## config.mk

```make
export PLATFORM = sky130hd
export DESIGN_NAME = srap_port
export DESIGN_NICKNAME = d
export VERILOG_FILES = /design/src/core/srap_port.v
export VERILOG_INCLUDE_DIRS = /design/src /design/src/core
export SDC_FILE = /design/constraint.sdc
export NUM_CORES = 1
export LEC_CHECK = 0
export BUFFER_PORTS_ARGS = -buffer_cell sky130_fd_sc_hd__clkbuf_2
export CAP_MARGIN = 30
export CELL_PAD_IN_SITES_DETAIL_PLACEMENT = 2
export CELL_PAD_IN_SITES_GLOBAL_PLACEMENT = 2
export CORE_ASPECT_RATIO = 0.7
export CORE_UTILIZATION = 35
export CTS_CLUSTER_DIAMETER = 100
export CTS_CLUSTER_SIZE = 28
export DETAILED_ROUTE_END_ITERATION = 12
export PLACE_DENSITY_LB_ADDON = 0.12
export SLEW_MARGIN = 20
export SYNTH_ARGS = -nofsm -noshare
export SYNTH_HDL_FRONTEND = slang
export SYNTH_SLANG_ARGS = --single-unit
```

## constraint.sdc

```tcl
create_clock -name clk -period 11.4 [get_ports clk]
set_clock_uncertainty 0.15 [all_clocks]
set_input_delay 2.28 -clock clk [delete_from_list [all_inputs] [get_ports clk]]
set_output_delay 2.28 -clock clk [all_outputs]
set_load 0.1 [all_outputs]
```

## src/core/srap_regs.vh

```
`ifndef SRAP_REGS_VH
`define SRAP_REGS_VH
`define SRAP_FRAME_BITS 24
`define SRAP_CNT_W 5
`define SRAP_DIR_BIT 23
`define SRAP_ADDR_HI 22
`define SRAP_ADDR_LO 16
`define SRAP_DATA_HI 15
`define SRAP_DATA_LO 0
`define SRAP_ADDR_W 7
`define SRAP_DATA_W 16
`define SRAP_IF_NONE 2'h0
`define SRAP_IF_SPI 2'h1
`define SRAP_IF_OTHER 2'h2
`endif

```

## src/core/srap_port.v

```verilog
// Contract
// RULE_01: interface type locked by first traffic
// RULE_02: select low interval forms one frame
// RULE_03: input sampled on serial clock falling edge
// RULE_04: frames under 24 edges are discarded
// RULE_05: three-wire uses first 24 bits only
// RULE_06: select high blocks inputs, output released
// RULE_07: output disabled after reset, write-only
// RULE_08: bit 23 is direction, one means read
// RULE_09: bits 22..16 give register address
// RULE_10: bits 15..0 data, written on write
// RULE_11: host enables output before reading
// RULE_12: read data returns in following frame
// RULE_13: echo direction, address and read data
// RULE_14: output edge chosen by select bit
// RULE_15: four-wire acts on last 24 bits
// RULE_16: four-wire drops non-multiple-of-24 frames
// RULE_17: host slows clock for readback
// RULE_18: output only when pin set for it
// RULE_19: host wires chain input to output
// RULE_20: previous frame shifted out every frame
// RULE_21: most significant bit first both ways
`timescale 1ns/1ps
`default_nettype none
`include "srap_regs.vh"
module srap_port #(
	parameter FRAME_BITS = `SRAP_FRAME_BITS
)(
	input wire clk,
	input wire nrst,
	input wire sclk,
	input wire sync_n,
	input wire sdi,
	input wire other_if_seen,
	input wire readback_output_enable,
	input wire output_edge_select,
	input wire gpio_is_sdo,
	input wire [15:0] rd_data,
	output reg sdo_o,
	output reg sdo_oe_n,
	output reg wr_stb,
	output reg [6:0] reg_addr,
	output reg [15:0] frame_payload_field,
	output reg rd_stb,
	output reg [1:0] if_type
);
////////////////////////////////////////////////////////////////////////
// reset release
reg rst_a_q, rst_b_q;
always @(posedge clk or negedge nrst)
	if (!nrst)
	begin
		rst_a_q <= 1'b0;
		rst_b_q <= 1'b0;
	end
	else
	begin
		rst_a_q <= 1'b1;
		rst_b_q <= rst_a_q;
	end
wire rst_n = rst_b_q;
////////////////////////////////////////////////////////////////////////
// pin synchronisers
reg [2:0] sclk_s_q, sync_s_q, sdi_s_q, oth_s_q;
always @(posedge clk or negedge rst_n)
	if (!rst_n)
	begin
		sclk_s_q <= 3'h0;
		sync_s_q <= 3'h7;
		sdi_s_q <= 3'h0;
		oth_s_q <= 3'h0;
	end
	else
	begin
		sclk_s_q <= {sclk_s_q[1:0], sclk};
		sync_s_q <= {sync_s_q[1:0], sync_n};
		sdi_s_q <= {sdi_s_q[1:0], sdi};
		oth_s_q <= {oth_s_q[1:0], other_if_seen};
	end
wire sc = sclk_s_q[1];
wire sc_prev = sclk_s_q[2];
wire sel = ~sync_s_q[1];
wire sel_prev = ~sync_s_q[2];
wire din = sdi_s_q[1];
wire fall = sc_prev & ~sc;
wire rise = ~sc_prev & sc;
wire frame_end = sel_prev & ~sel;
////////////////////////////////////////////////////////////////////////
// frame state
reg [23:0] sh_q, first_q, prev_q, out_q;
reg [4:0] mod_q;
reg [1:0] blk_q;
reg four_q;
// RULE_01 only spi or undecided traffic counts
wire active = (if_type == `SRAP_IF_SPI) || (if_type == `SRAP_IF_NONE);
wire frame_start = sel & ~sel_prev;
// RULE_06 clock and data blocked when deselected
wire bit_in = sel & fall & active;
wire [23:0] sh_d = {sh_q[22:0], din};
wire full_frame = (mod_q == FRAME_BITS - 1);
wire four_w = readback_output_enable & gpio_is_sdo;
// RULE_05 RULE_15 first or last 24 bits
wire [23:0] chosen = four_q ? sh_q : first_q;
// RULE_16 multiple of 24 check
wire ok4 = (mod_q == 5'h00) && (blk_q != 2'h0);
// RULE_04 minimum length
wire ok3 = (blk_q != 2'h0);
wire frame_ok = four_q ? ok4 : ok3;
// RULE_02 act when select rises
wire take = frame_end & active & frame_ok;
// RULE_14 launch edge select
wire launch = sel & active & (output_edge_select ? rise : fall);
////////////////////////////////////////////////////////////////////////
// direction flag of a frame
function is_read;
	input [23:0] f;
	begin
		is_read = f[`SRAP_DIR_BIT];
	end
endfunction
////////////////////////////////////////////////////////////////////////
// input shift register and edge counters
always @(posedge clk or negedge rst_n)
	if (!rst_n)
	begin
		sh_q <= 24'h000000;
		first_q <= 24'h000000;
		mod_q <= 5'h00;
		blk_q <= 2'h0;
		four_q <= 1'b0;
	end
	else if (frame_start)
	begin
		mod_q <= 5'h00;
		blk_q <= 2'h0;
		// RULE_18 four-wire fixed for the frame
		four_q <= four_w;
	end
	// RULE_03 RULE_21 capture msb first on falls
	else if (bit_in)
	begin
		sh_q <= sh_d;
		if (full_frame)
		begin
			mod_q <= 5'h00;
			if (blk_q == 2'h0)
				first_q <= sh_d;
			if (blk_q != 2'h3)
				blk_q <= blk_q + 2'h1;
		end
		else
			mod_q <= mod_q + 5'h01;
	end
////////////////////////////////////////////////////////////////////////
// interface type lock
always @(posedge clk or negedge rst_n)
	if (!rst_n)
		if_type <= `SRAP_IF_NONE;
	// RULE_01 first protocol locks the type
	else if (if_type == `SRAP_IF_NONE)
	begin
		if (take)
			if_type <= `SRAP_IF_SPI;
		else if (oth_s_q[1] && !sel)
			if_type <= `SRAP_IF_OTHER;
	end
////////////////////////////////////////////////////////////////////////
// frame decode and strobes
always @(posedge clk or negedge rst_n)
	if (!rst_n)
	begin
		wr_stb <= 1'b0;
		rd_stb <= 1'b0;
		reg_addr <= 7'h00;
		frame_payload_field <= 16'h0000;
		prev_q <= 24'h000000;
	end
	else
	begin
		wr_stb <= 1'b0;
		rd_stb <= 1'b0;
		if (take)
		begin
			// RULE_09 register address
			reg_addr <= chosen[`SRAP_ADDR_HI:`SRAP_ADDR_LO];
			// RULE_10 data field
			frame_payload_field <= chosen[`SRAP_DATA_HI:`SRAP_DATA_LO];
			// RULE_08 direction bit
			wr_stb <= ~is_read(chosen);
			rd_stb <= is_read(chosen);
			// RULE_13 echo with read data
			if (is_read(chosen))
				prev_q <= {chosen[23:16], rd_data};
			else
				prev_q <= chosen;
		end
	end
////////////////////////////////////////////////////////////////////////
// serial output shifter
always @(posedge clk or negedge rst_n)
	if (!rst_n)
	begin
		out_q <= 24'h000000;
		sdo_o <= 1'b0;
		sdo_oe_n <= 1'b1;
	end
	else
	begin
		// RULE_20 previous frame leads the output
		if (frame_start)
			out_q <= prev_q;
		// RULE_20 received bits follow along the chain
		else if (bit_in)
			out_q <= {out_q[22:0], din};
		if (frame_start)
			sdo_o <= prev_q[23];
		else if (launch)
			sdo_o <= out_q[23];
		// RULE_06 RULE_07 RULE_18 output enable
		sdo_oe_n <= ~(sel && four_w && active);
	end
endmodule // srap_port
`default_nettype wire

```

==> results of run 1 <==
logic make-up (layout without fill, tap and decap cells):
logic type      Yosys count  count (layout)  share of synthesized area [%]
other cells               1               1                        0.06290
compound gates           39              39                          5.918
fa+ha+maj                 4               4                         0.8395
simple gates             64              64                          7.093
buf+inv                  37             102                          3.694
flops                   138             138                          58.01
mux                     129             129                          24.39
metrics by stage:
step                std cells  instance area, um2
floorplan                 412                5962
global placement          669                6394
detailed placement        670                6421
CTS                       702                6945
global route              702                6945
finish                    702                6945
cell type report:
| cell class | instances | area (um2) | share of cell area [%] |
|---|---|---|---|
| Inverter | 8 | 30.03 | 0.4324 |
| Clock buffer | 28 | 476.7 | 6.864 |
| Multi-Input combinational cell | 237 | 2295 | 33.04 |
| Clock inverter | 4 | 47.55 | 0.6846 |
| Sequential cell | 138 | 3462 | 49.85 |
| Timing Repair Buffer | 62 | 352.8 | 5.080 |
| Tap cell | 225 | 281.5 | 4.053 |
layer usage:
metal | up-vias | routed length (um) | track usage (%)
met3 | 15 | 435 | 4.574
li1 | 1592 | - | -
met2 | 59 | 5687 | 23.55
met1 | 1853 | 6731 | 23.97
met5 | - | 0 | 0
met4 | 0 | 204 | 7.115
state kept, by name, summed over array words and instances (netlist names):
signal / cells
first_q: 24
rd_stb: 1
sclk_s_q: 3
reg_addr: 6
prev_q: 18
if_type: 2
sdo_o: 1
four_q: 1
mod_q: 5
rst_b_q: 1
frame_payload_field: 16
wr_stb: 1
out_q: 24
sync_s_q: 3
sdo_oe_n: 1
blk_q: 2
sh_q: 24
oth_s_q: 2
rst_a_q: 1
sdi_s_q: 2
worst min path at each step:
| stage | startpoint | to | slack, ns | depth (start not counted) |
|---|---|---|---|---|
| final | rst_a_q$_DFF_PN0_ | rst_b_q$_DFF_PN0_ | 0.20 | 0 |
| after global routing | sync_s_q[0]$_DFF_PN1_ | sync_s_q[1]$_DFF_PN1_ | 0.21 | 0 |
| after floorplan | oth_s_q[0]$_DFF_PN0_ | oth_s_q[1]$_DFF_PN0_ | 0.18 | 0 |
| after global placement | sclk_s_q[0]$_DFF_PN0_ | sclk_s_q[1]$_DFF_PN0_ | 0.18 | 0 |
| after CTS | rst_a_q$_DFF_PN0_ | rst_b_q$_DFF_PN0_ | 0.21 | 0 |
| after detailed placement | sdi_s_q[0]$_DFF_PN0_ | sdi_s_q[1]$_DFF_PN0_ | 0.19 | 0 |
power by group through the flow:
stage	Combinational, uW	Sequential (uW)	Clock (uW)
2_1_floorplan	11.4	514	0
3_3_place_gp	29.4	510	0
3_5_place_dp	31.2	510	0
4_1_cts	31.4	501	523
5_1_grt	33.1	502	543
6_report	30.5	501	507
placed cells by master, fill, tap and decap left out, types with 5 or more instances in the layout:
master / n
dfrtp_1: 133
clkbuf_16: 17
clkbuf_1: 10
and2_1: 24
inv_1: 8
a221o_1: 24
nand2_1: 6
mux2_2: 125
buf_4: 8
nand3_1: 5
clkbuf_2: 53
==> results.yml, run 1 <==
grt:
  first_global_vias: 3964
  grt_pass1_wl_um: 21890
  grt_max_degree: 60
  grt_antenna_before_repair: 0
  track_usage_pct: 16.74
  gr-total-overflow: 0
drt:
  ant_nets: 0
  post_drt_wl_per_cell_um: 18.60
  dr_total_vias: 3519
  drt_iter0_markers: 167
  drc: 0
  wirelength_um: 13060
  viasPerCell: 5.013
  drtPass1Iterations: 4
clocking:
  clock_path_buffers: 2
  clk_pin_slew_ns: 0.06
  clock_latency_ns: 0.43
  cts-hold-fix-buffers: 0
  numCtsBuffers: 17
  cts_setup_buffers: 0
  cts_htree_levels: 4
  cts_resized: 0
  clockRootBuffer: "clkbuf_16"
  cts_tree: "built"
  cts.sinks: 138
die:
  boundaryPins: 54
  initial_utilization_pct: 36.15
  fp.dieW_um: 158.0
  die-area_um2: 17570
  num_rows: 39
  coreArea_um2: 16490
  die_y_um: 111.2
critical_path:
  critPathLaunchType: "register"
  critPathCapture: "if_type[1]"
  path_depth: 1
  arrival_ns: 1.41
  reg2reg_depth: 4
  path_delay_family: "buffers and inverters"
  reg2reg_to: "first_q[22]$_DFFE_PN0P_"
  path_cells: "clkbuf_2"
  startpoint: "if_type[1]$_DFFE_PN0P_"
  worst-path-max-fanout: 8
  worstPathRequired_ns: 8.97
  cp-end-kind: "output port"
  critPathMaxStageDelay_ns: 0.51
  critPathBufInv: 1
  rr_startpoint: "sync_s_q[1]$_DFF_PN1_"
  r2r_slack_ns: 8.34
  worstSetupPathType: "register to output port"
  cpMaxStageDelayCell: "clkbuf_2"
final_layout:
  fillers: 1650
  syn2layout_area_growth_pct: 16.50
  drive_gt1_share_pct: 47.17
  nNetsFinal: 493
  antenna_cells: 0
  final_util_pct: 42.11
sta:
  holdWs_ns: 0.2023
  worst_pin_slew_ns: 0.8553
  setup_tns_ns: 0
  rsz0062_at_grt: "false"
  setup-violations-final: 0
  fmax_mhz: 260.3
  max-slew-margin-rel_pct: 42.55
  finalCritPeriodShare_pct: 33.70
  finalWorstSetupSlack_ns: 7.558
  hold_viol_final: 0
  timing.final.crit_period_ns: 3.842
  drv_slew: 0
power_and_ir_drop:
  vdd_drop_max_mv: 0.06348
  p_comb_share_pct: 2.9
  power_uw: 1039
  p_leak_uw: 0.003427
  pwr-share-seq_pct: 48.2
  switching_share_pct: 22.12
  intPower_uw: 808.9
  powerDensity_nw_per_um2: 149.5
  clkPwrFrac_pct: 48.8
  p_sw_uw: 229.7
synthesis:
  synth.most_common_cell: "dfrtp_1"
  synth_enable_flop_cells: 0
  synth_top_area_share_pct: 56.24
  ys_seq_area_share_pct: 58.01
  synth_warnings: 0
  synth.distinct_cells: 43
  synth_top_area_cell: "dfrtp_1"
  synthCells: 412
  ys_ff_latch: 138
  yosys-top-cells-count: "dfrtp_1 (134), mux2_2 (125), a221o_1 (24), and2_1 (24), buf_4 (9)"
  yosys-top-cells-area: "dfrtp_1 (56%), mux2_2 (24%), a221o_1 (4.0%)"
  async_flop_share_pct: 100.0
  postSynthAreaPerCell_um2: 14.47
  ys.flop_type: "dfrtp_1"
  synth_fp_nets: 441
  synth_area_um2: 5962
placed_design:
  place_congestion: 0.6939
  portBuffers: 53
  place_ws_ns: 7.890
  dp_hpwl_um: 8141
min_path:
  hold_path_class: "register to register"
job:
  cap_violations: 0
run_status:
  outcome: "finished clean"
(Power assumes the default switching activity.)
==> run 2, diff against run 1 <==
clock period = 3.4 ns   (was 11.4 ns; I/O delays follow)
==> results.yml, run 2 (same netlist as run 1, synthesis figures left out) <==
clocking:
  clk_pin_slew_ns: 0.05
  cts_setup_buffers: 0
  clock_path_buffers: 2
  clock_latency_ns: 0.42
  cts_htree_levels: 4
  cts_resized: 0
  clockRootBuffer: "clkbuf_16"
  cts.sinks: 138
  cts_tree: "built"
  numCtsBuffers: 17
critical_path:
  arrival_ns: 2.76
  critPathBufInv: 2
  path_cells: "inv_1, ha_1, or4b_2, a21oi_4, buf_4, mux2_2"
  path_delay_family: "simple AND/OR/NAND/NOR gates"
  worstSetupPathType: "register to register"
  worstPathRequired_ns: 3.54
  cp-end-kind: "register"
  critPathMaxStageDelay_ns: 0.66
  critPathLaunchType: "register"
  cpMaxStageDelayCell: "or4b_2"
  worst-path-max-fanout: 32
grt:
  track_usage_pct: 17.02
  grt_max_degree: 66
  first_global_vias: 4053
  grt_pass1_wl_um: 22380
  gr-total-overflow: 0
  grt_antenna_before_repair: 0
final_layout:
  reg.largest.list: "first_q: 24 flops, out_q: 24 flops, sh_q: 24 flops"
  final_common_cell: "dfrtp_1"
  drive_gt1_share_pct: 49.17
  layout_common_cells: "dfrtp_1 (133), mux2_2 (125), clkbuf_2 (53)"
  nNetsFinal: 501
  syn2layout_area_growth_pct: 16.81
  final_area_um2: 6964
  final_cells: 707
  antenna_cells: 0
drt:
  post_drt_wl_per_cell_um: 18.81
  wirelength_um: 13300
  top_layer: "met4"
  dr_total_vias: 3552
  wl_met2_um: 6153
  met1_length_um: 6665
  drc: 0
  ant_nets: 0
  viasPerCell: 5.024
  dr_wl_met3_um: 385
  drt_iter0_markers: 143
  drtPass1Iterations: 4
power_and_ir_drop:
  powerDensity_nw_per_um2: 486.6
  power_uw: 3389
  clkPwrFrac_pct: 47.4
  switching_share_pct: 22.69
  p_sw_uw: 769.1
  p_comb_share_pct: 3.0
  p_leak_uw: 0.003456
  intPower_uw: 2620
  pwr-share-seq_pct: 49.7
  vdd_drop_max_mv: 0.2368
sta:
  timing.final.crit_period_ns: 2.623
  finalCritPeriodShare_pct: 77.14
  holdWs_ns: 0.1936
  fmax_mhz: 381.3
  drv_slew: 0
  hold_viol_final: 0
  max-slew-margin-rel_pct: 42.39
  rsz0062_at_grt: "false"
  worst_pin_slew_ns: 0.8642
  setup_tns_ns: 0
  setup-violations-final: 0
min_path:
  hold_path_class: "input port to register"
die:
  num_rows: 39
  die_y_um: 111.2
  initial_utilization_pct: 36.15
  fp.dieW_um: 158.0
  die-area_um2: 17570
  boundaryPins: 54
  coreArea_um2: 16490
placed_design:
  placed_cells: 677
  dp_hpwl_um: 8597
  dpl_cell_area_um2: 6454
  place_congestion: 0.7347
  portBuffers: 53
run_status:
  outcome: "finished clean"
job:
  cap_violations: 0
==> run 2: cell count changes in the layout (fill, tap and decap cells not counted) <==
cell           change
dlygate4sd3_1      +1
clkinvlp_4         +1
buf_16             -1
clkinv_2           +4
clkinv_4           +1
buf_4              +8
bufinv_16          -1
clkbuf_1           -8
==> run 2: area by class of cell <==
class                      instances  area, um2
fill                            1655       9529
sequential                       138       3462
inverter                           8      30.03
multi-input combinational        237       2295
timing repair buffer              70      395.4
tap                              225      281.5
clock buffer                      20      446.7
clock inverter                     9      53.80
==> run 2: worst paths after layout <==
kind,start,endpoint,slack [ns],cells past startpoint
setup / recovery,blk_q[0]$_DFFE_PN0P_,prev_q[8]$_DFFE_PN0N_,0.78,6
hold / removal,sync_n,sync_s_q[0]$_DFF_PN1_,0.19,1
setup reg to reg,blk_q[0]$_DFFE_PN0P_,prev_q[8]$_DFFE_PN0N_,0.78,6
hold reg to reg,rst_a_q$_DFF_PN0_,rst_b_q$_DFF_PN0_,0.20,0
max in group asynchronous,rst_b_q$_DFF_PN0_,sh_q[20]$_DFFE_PN0P_,1.88,1
min in group asynchronous,rst_b_q$_DFF_PN0_,frame_payload_field[11]$_DFFE_PN0N_,0.29,0
==> run 2: layer usage <==
layer	global-route usage (%)	vias to the layer above
li1	-	1613
met1	23.70	1877
met2	25.64	57
met3	4.691	5
met4	5.192	0
met5	0	-
==> run 2: power by group through the flow <==
stage          registers [uW]  logic [uW]  clock network (uW)
2_1_floorplan            1720        38.2                   0
3_3_place_gp             1710         102                   0
3_5_place_dp             1710         102                   0
4_1_cts                  1690         104                1660
5_1_grt                  1690         109                1730
6_report                 1680         100                1610
==> run 2: timing repair <==
action / in CTS / in global routing
hold endpoints to repair: 2 / 0
hold buffers: 1 / 0
endpoints found under the setup margin: 0 / 0
==> run 2: worst register-to-register path: cells and delay by family, from the launching register on <==
| kind | cells | cell delay (ns) |
|---|---|---|
| adder cells (fa/ha/maj) | 1 | 0.22 |
| AO/OA/AOI/OAI | 1 | 0.15 |
| AND/OR/NAND/NOR | 1 | 0.66 |
| multiplexers | 1 | 0.42 |
| flip-flops | 1 | 0.39 |
| buffers and inverters | 2 | 0.52 |
==> run 2: per-stage QoR <==
stage / utilization [%] / setup slack (ns)
after floorplan: - / 0.6934
after global placement: 39.13 / 0.8657
after detailed placement: 39.13 / 0.7595
after CTS: 42.22 / 0.7581
after global routing: 42.22 / 0.6437
final: 42.22 / 0.7773
==> run 3, diff against run 2 <==
clock period = 2.3 ns   (was 3.4 ns; I/O delays follow)
==> results.yml, run 3 (same netlist as run 1, synthesis figures left out) <==
grt:
  track_usage_pct: 18.20
  grt_antenna_before_repair: 0
  first_global_vias: 4143
  grt_max_degree: 38
  grt_pass1_wl_um: 23550
  gr-total-overflow: 0
clocking:
  cts_htree_levels: 4
  cts_tree: "built"
  numCtsBuffers: 17
  clockRootBuffer: "clkbuf_16"
  clk_pin_slew_ns: 0.06
  cts.sinks: 138
  clock_path_buffers: 2
  clock_latency_ns: 0.43
die:
  num_rows: 39
  fp.dieW_um: 158.0
  die_y_um: 111.2
  boundaryPins: 54
  initial_utilization_pct: 36.15
  die-area_um2: 17570
  coreArea_um2: 16490
power_and_ir_drop:
  clkPwrFrac_pct: 54.6
  p_sw_uw: 1212
  vdd_drop_max_mv: 0.4096
  intPower_uw: 4632
  powerDensity_nw_per_um2: 774.1
  switching_share_pct: 20.74
  p_leak_uw: 0.003726
  p_comb_share_pct: 3.1
  pwr-share-seq_pct: 42.3
critical_path:
  cpMaxStageDelayCell: "or4b_4"
  path_delay_family: "simple AND/OR/NAND/NOR gates"
  path_cells: "or4b_4, nor4_4, buf_6, clkbuf_16, mux2_2"
  critPathMaxStageDelay_ns: 0.53
  worstSetupPathType: "register to register"
  r2r_slack_ns: 0.03
  reg2reg_depth: 5
  rr_startpoint: "if_type[1]$_DFFE_PN0P_"
  critPathBufInv: 2
  worst-path-max-fanout: 7
  worstPathRequired_ns: 2.46
  arrival_ns: 2.43
  reg2reg_to: "first_q[15]$_DFFE_PN0P_"
  critPathLaunchType: "register"
  cp-end-kind: "register"
final_layout:
  reg.largest.list: "first_q: 24 flops, out_q: 24 flops, sh_q: 24 flops"
  syn2layout_area_growth_pct: 26.63
  final_util_pct: 45.77
  fillers: 1609
  final_common_cell: "dfrtp_1"
  nNetsFinal: 529
  layout_common_cells: "dfrtp_1 (132), mux2_2 (125), clkbuf_2 (53)"
  drive_gt1_share_pct: 52.24
  antenna_cells: 0
sta:
  worst_pin_slew_ns: 0.5478
  setup_tns_ns: 0
  setup-violations-final: 0
  hold_viol_final: 0
  timing.final.crit_period_ns: 2.268
  drv_slew: 0
  finalCritPeriodShare_pct: 98.63
  holdWs_ns: 0.03686
  max-slew-margin-rel_pct: 63.64
  fmax_mhz: 440.8
drt:
  drtPass1Iterations: 4
  wirelength_um: 14600
  ant_nets: 0
  viasPerCell: 5.028
  dr_total_vias: 3711
  post_drt_wl_per_cell_um: 19.78
  drc: 0
  drt_iter0_markers: 156
min_path:
  worstHoldStart: "gpio_is_sdo"
  hold_path_class: "input port to register"
  holdPathEnd: "sdo_oe_n$_DFF_PN1_"
  min_path_cells: 2
placed_design:
  portBuffers: 53
  place_congestion: 0.6974
  dp_hpwl_um: 9244
run_status:
  outcome: "finished clean"
job:
  cap_violations: 0
-- run 3: cell count changes in the layout (fill, tap and decap cells not counted), moves of 2 or more --
| cell | before | now |
|---|---|---|
| buf_4 | 16 | 26 |
| buf_12 | 0 | 8 |
| bufinv_16 | 0 | 6 |
| clkinv_2 | 6 | 2 |
| dlygate4sd3_1 | 1 | 5 |
| buf_6 | 0 | 3 |
| or4b_4 | 0 | 3 |
| clkbuf_16 | 17 | 19 |
| clkbuf_8 | 1 | 3 |
| or4b_2 | 4 | 2 |
-- run 3: through the flow --
stage / area, um2 / setup WS (ns) / std cells / total power, uW
global route: 7550 / -0.03014 / 738 / 6028
detailed placement: 6673 / -0.07607 / 694 / 2696
global placement: 6673 / -0.01162 / 694 / 2691
floorplan: 5973 / -0.1509 / 412 / 2607
finish: 7550 / 0.03156 / 738 / 5844
CTS: 7468 / 0.007944 / 734 / 5932
-- run 3: what timing repair did --
item,4_1_cts,5_1_grt
cloned,1,2
hold buffers,5,0
gates resized for setup,6,5
pin swaps,1,1
endpoints found under the setup margin,42,58
setup buffers,2,2
hold endpoints to repair,6,0
-- run 3: area by class of cell --
cell class / count / area (um2) / share of cell area, %
Timing Repair Buffer: 98 / 782.0 / 10.36
Tap cell: 225 / 281.5 / 3.729
Sequential cell: 138 / 3466 / 45.91
Multi-Input combinational cell: 237 / 2306 / 30.54
Inverter: 8 / 30.03 / 0.3977
Clock inverter: 11 / 214.0 / 2.834
Clock buffer: 21 / 470.5 / 6.231
-- run 3: power groups by stage --
stage | Combinational, uW | Clock [uW] | Sequential [uW]
floorplan | 56.5 | 0 | 2550
global placement | 178 | 0 | 2510
detailed placement | 181 | 0 | 2520
CTS | 189 | 3270 | 2470
global route | 200 | 3360 | 2470
finish | 183 | 3190 | 2470
-- run 3: metal layers --
metal	up-vias	global-route usage, %	wire [um]
met4	0	5.641	172
met1	1967	24.41	7146
met5	-	0	0
met3	15	5.317	466
met2	61	28.25	6810
li1	1668	-	-
-- run 3: worst max path at each step --
stage | from | end | slack (ns) | cells past startpoint
after global routing | blk_q[0]$_DFFE_PN0P_ | prev_q[5]$_DFFE_PN0N_ | -0.03 | 7
after detailed placement | mod_q[0]$_DFFE_PN0P_ | frame_payload_field[9]$_DFFE_PN0N_ | -0.08 | 6
final | if_type[1]$_DFFE_PN0P_ | first_q[15]$_DFFE_PN0P_ | 0.03 | 5
after CTS | if_type[1]$_DFFE_PN0P_ | first_q[14]$_DFFE_PN0P_ | 0.008 | 4
after global placement | blk_q[0]$_DFFE_PN0P_ | prev_q[10]$_DFFE_PN0N_ | -0.01 | 6
after floorplan | if_type[1]$_DFFE_PN0P_ | first_q[10]$_DFFE_PN0P_ | -0.15 | 5
-- run 3: worst reg2reg max path: cells and delay by family (launching register included) --
| family | cells | cell delay [ns] |
|---|---|---|
| buf+inv | 2 | 0.35 |
| simple gates | 2 | 0.81 |
| mux | 1 | 0.34 |
| flops | 1 | 0.50 |
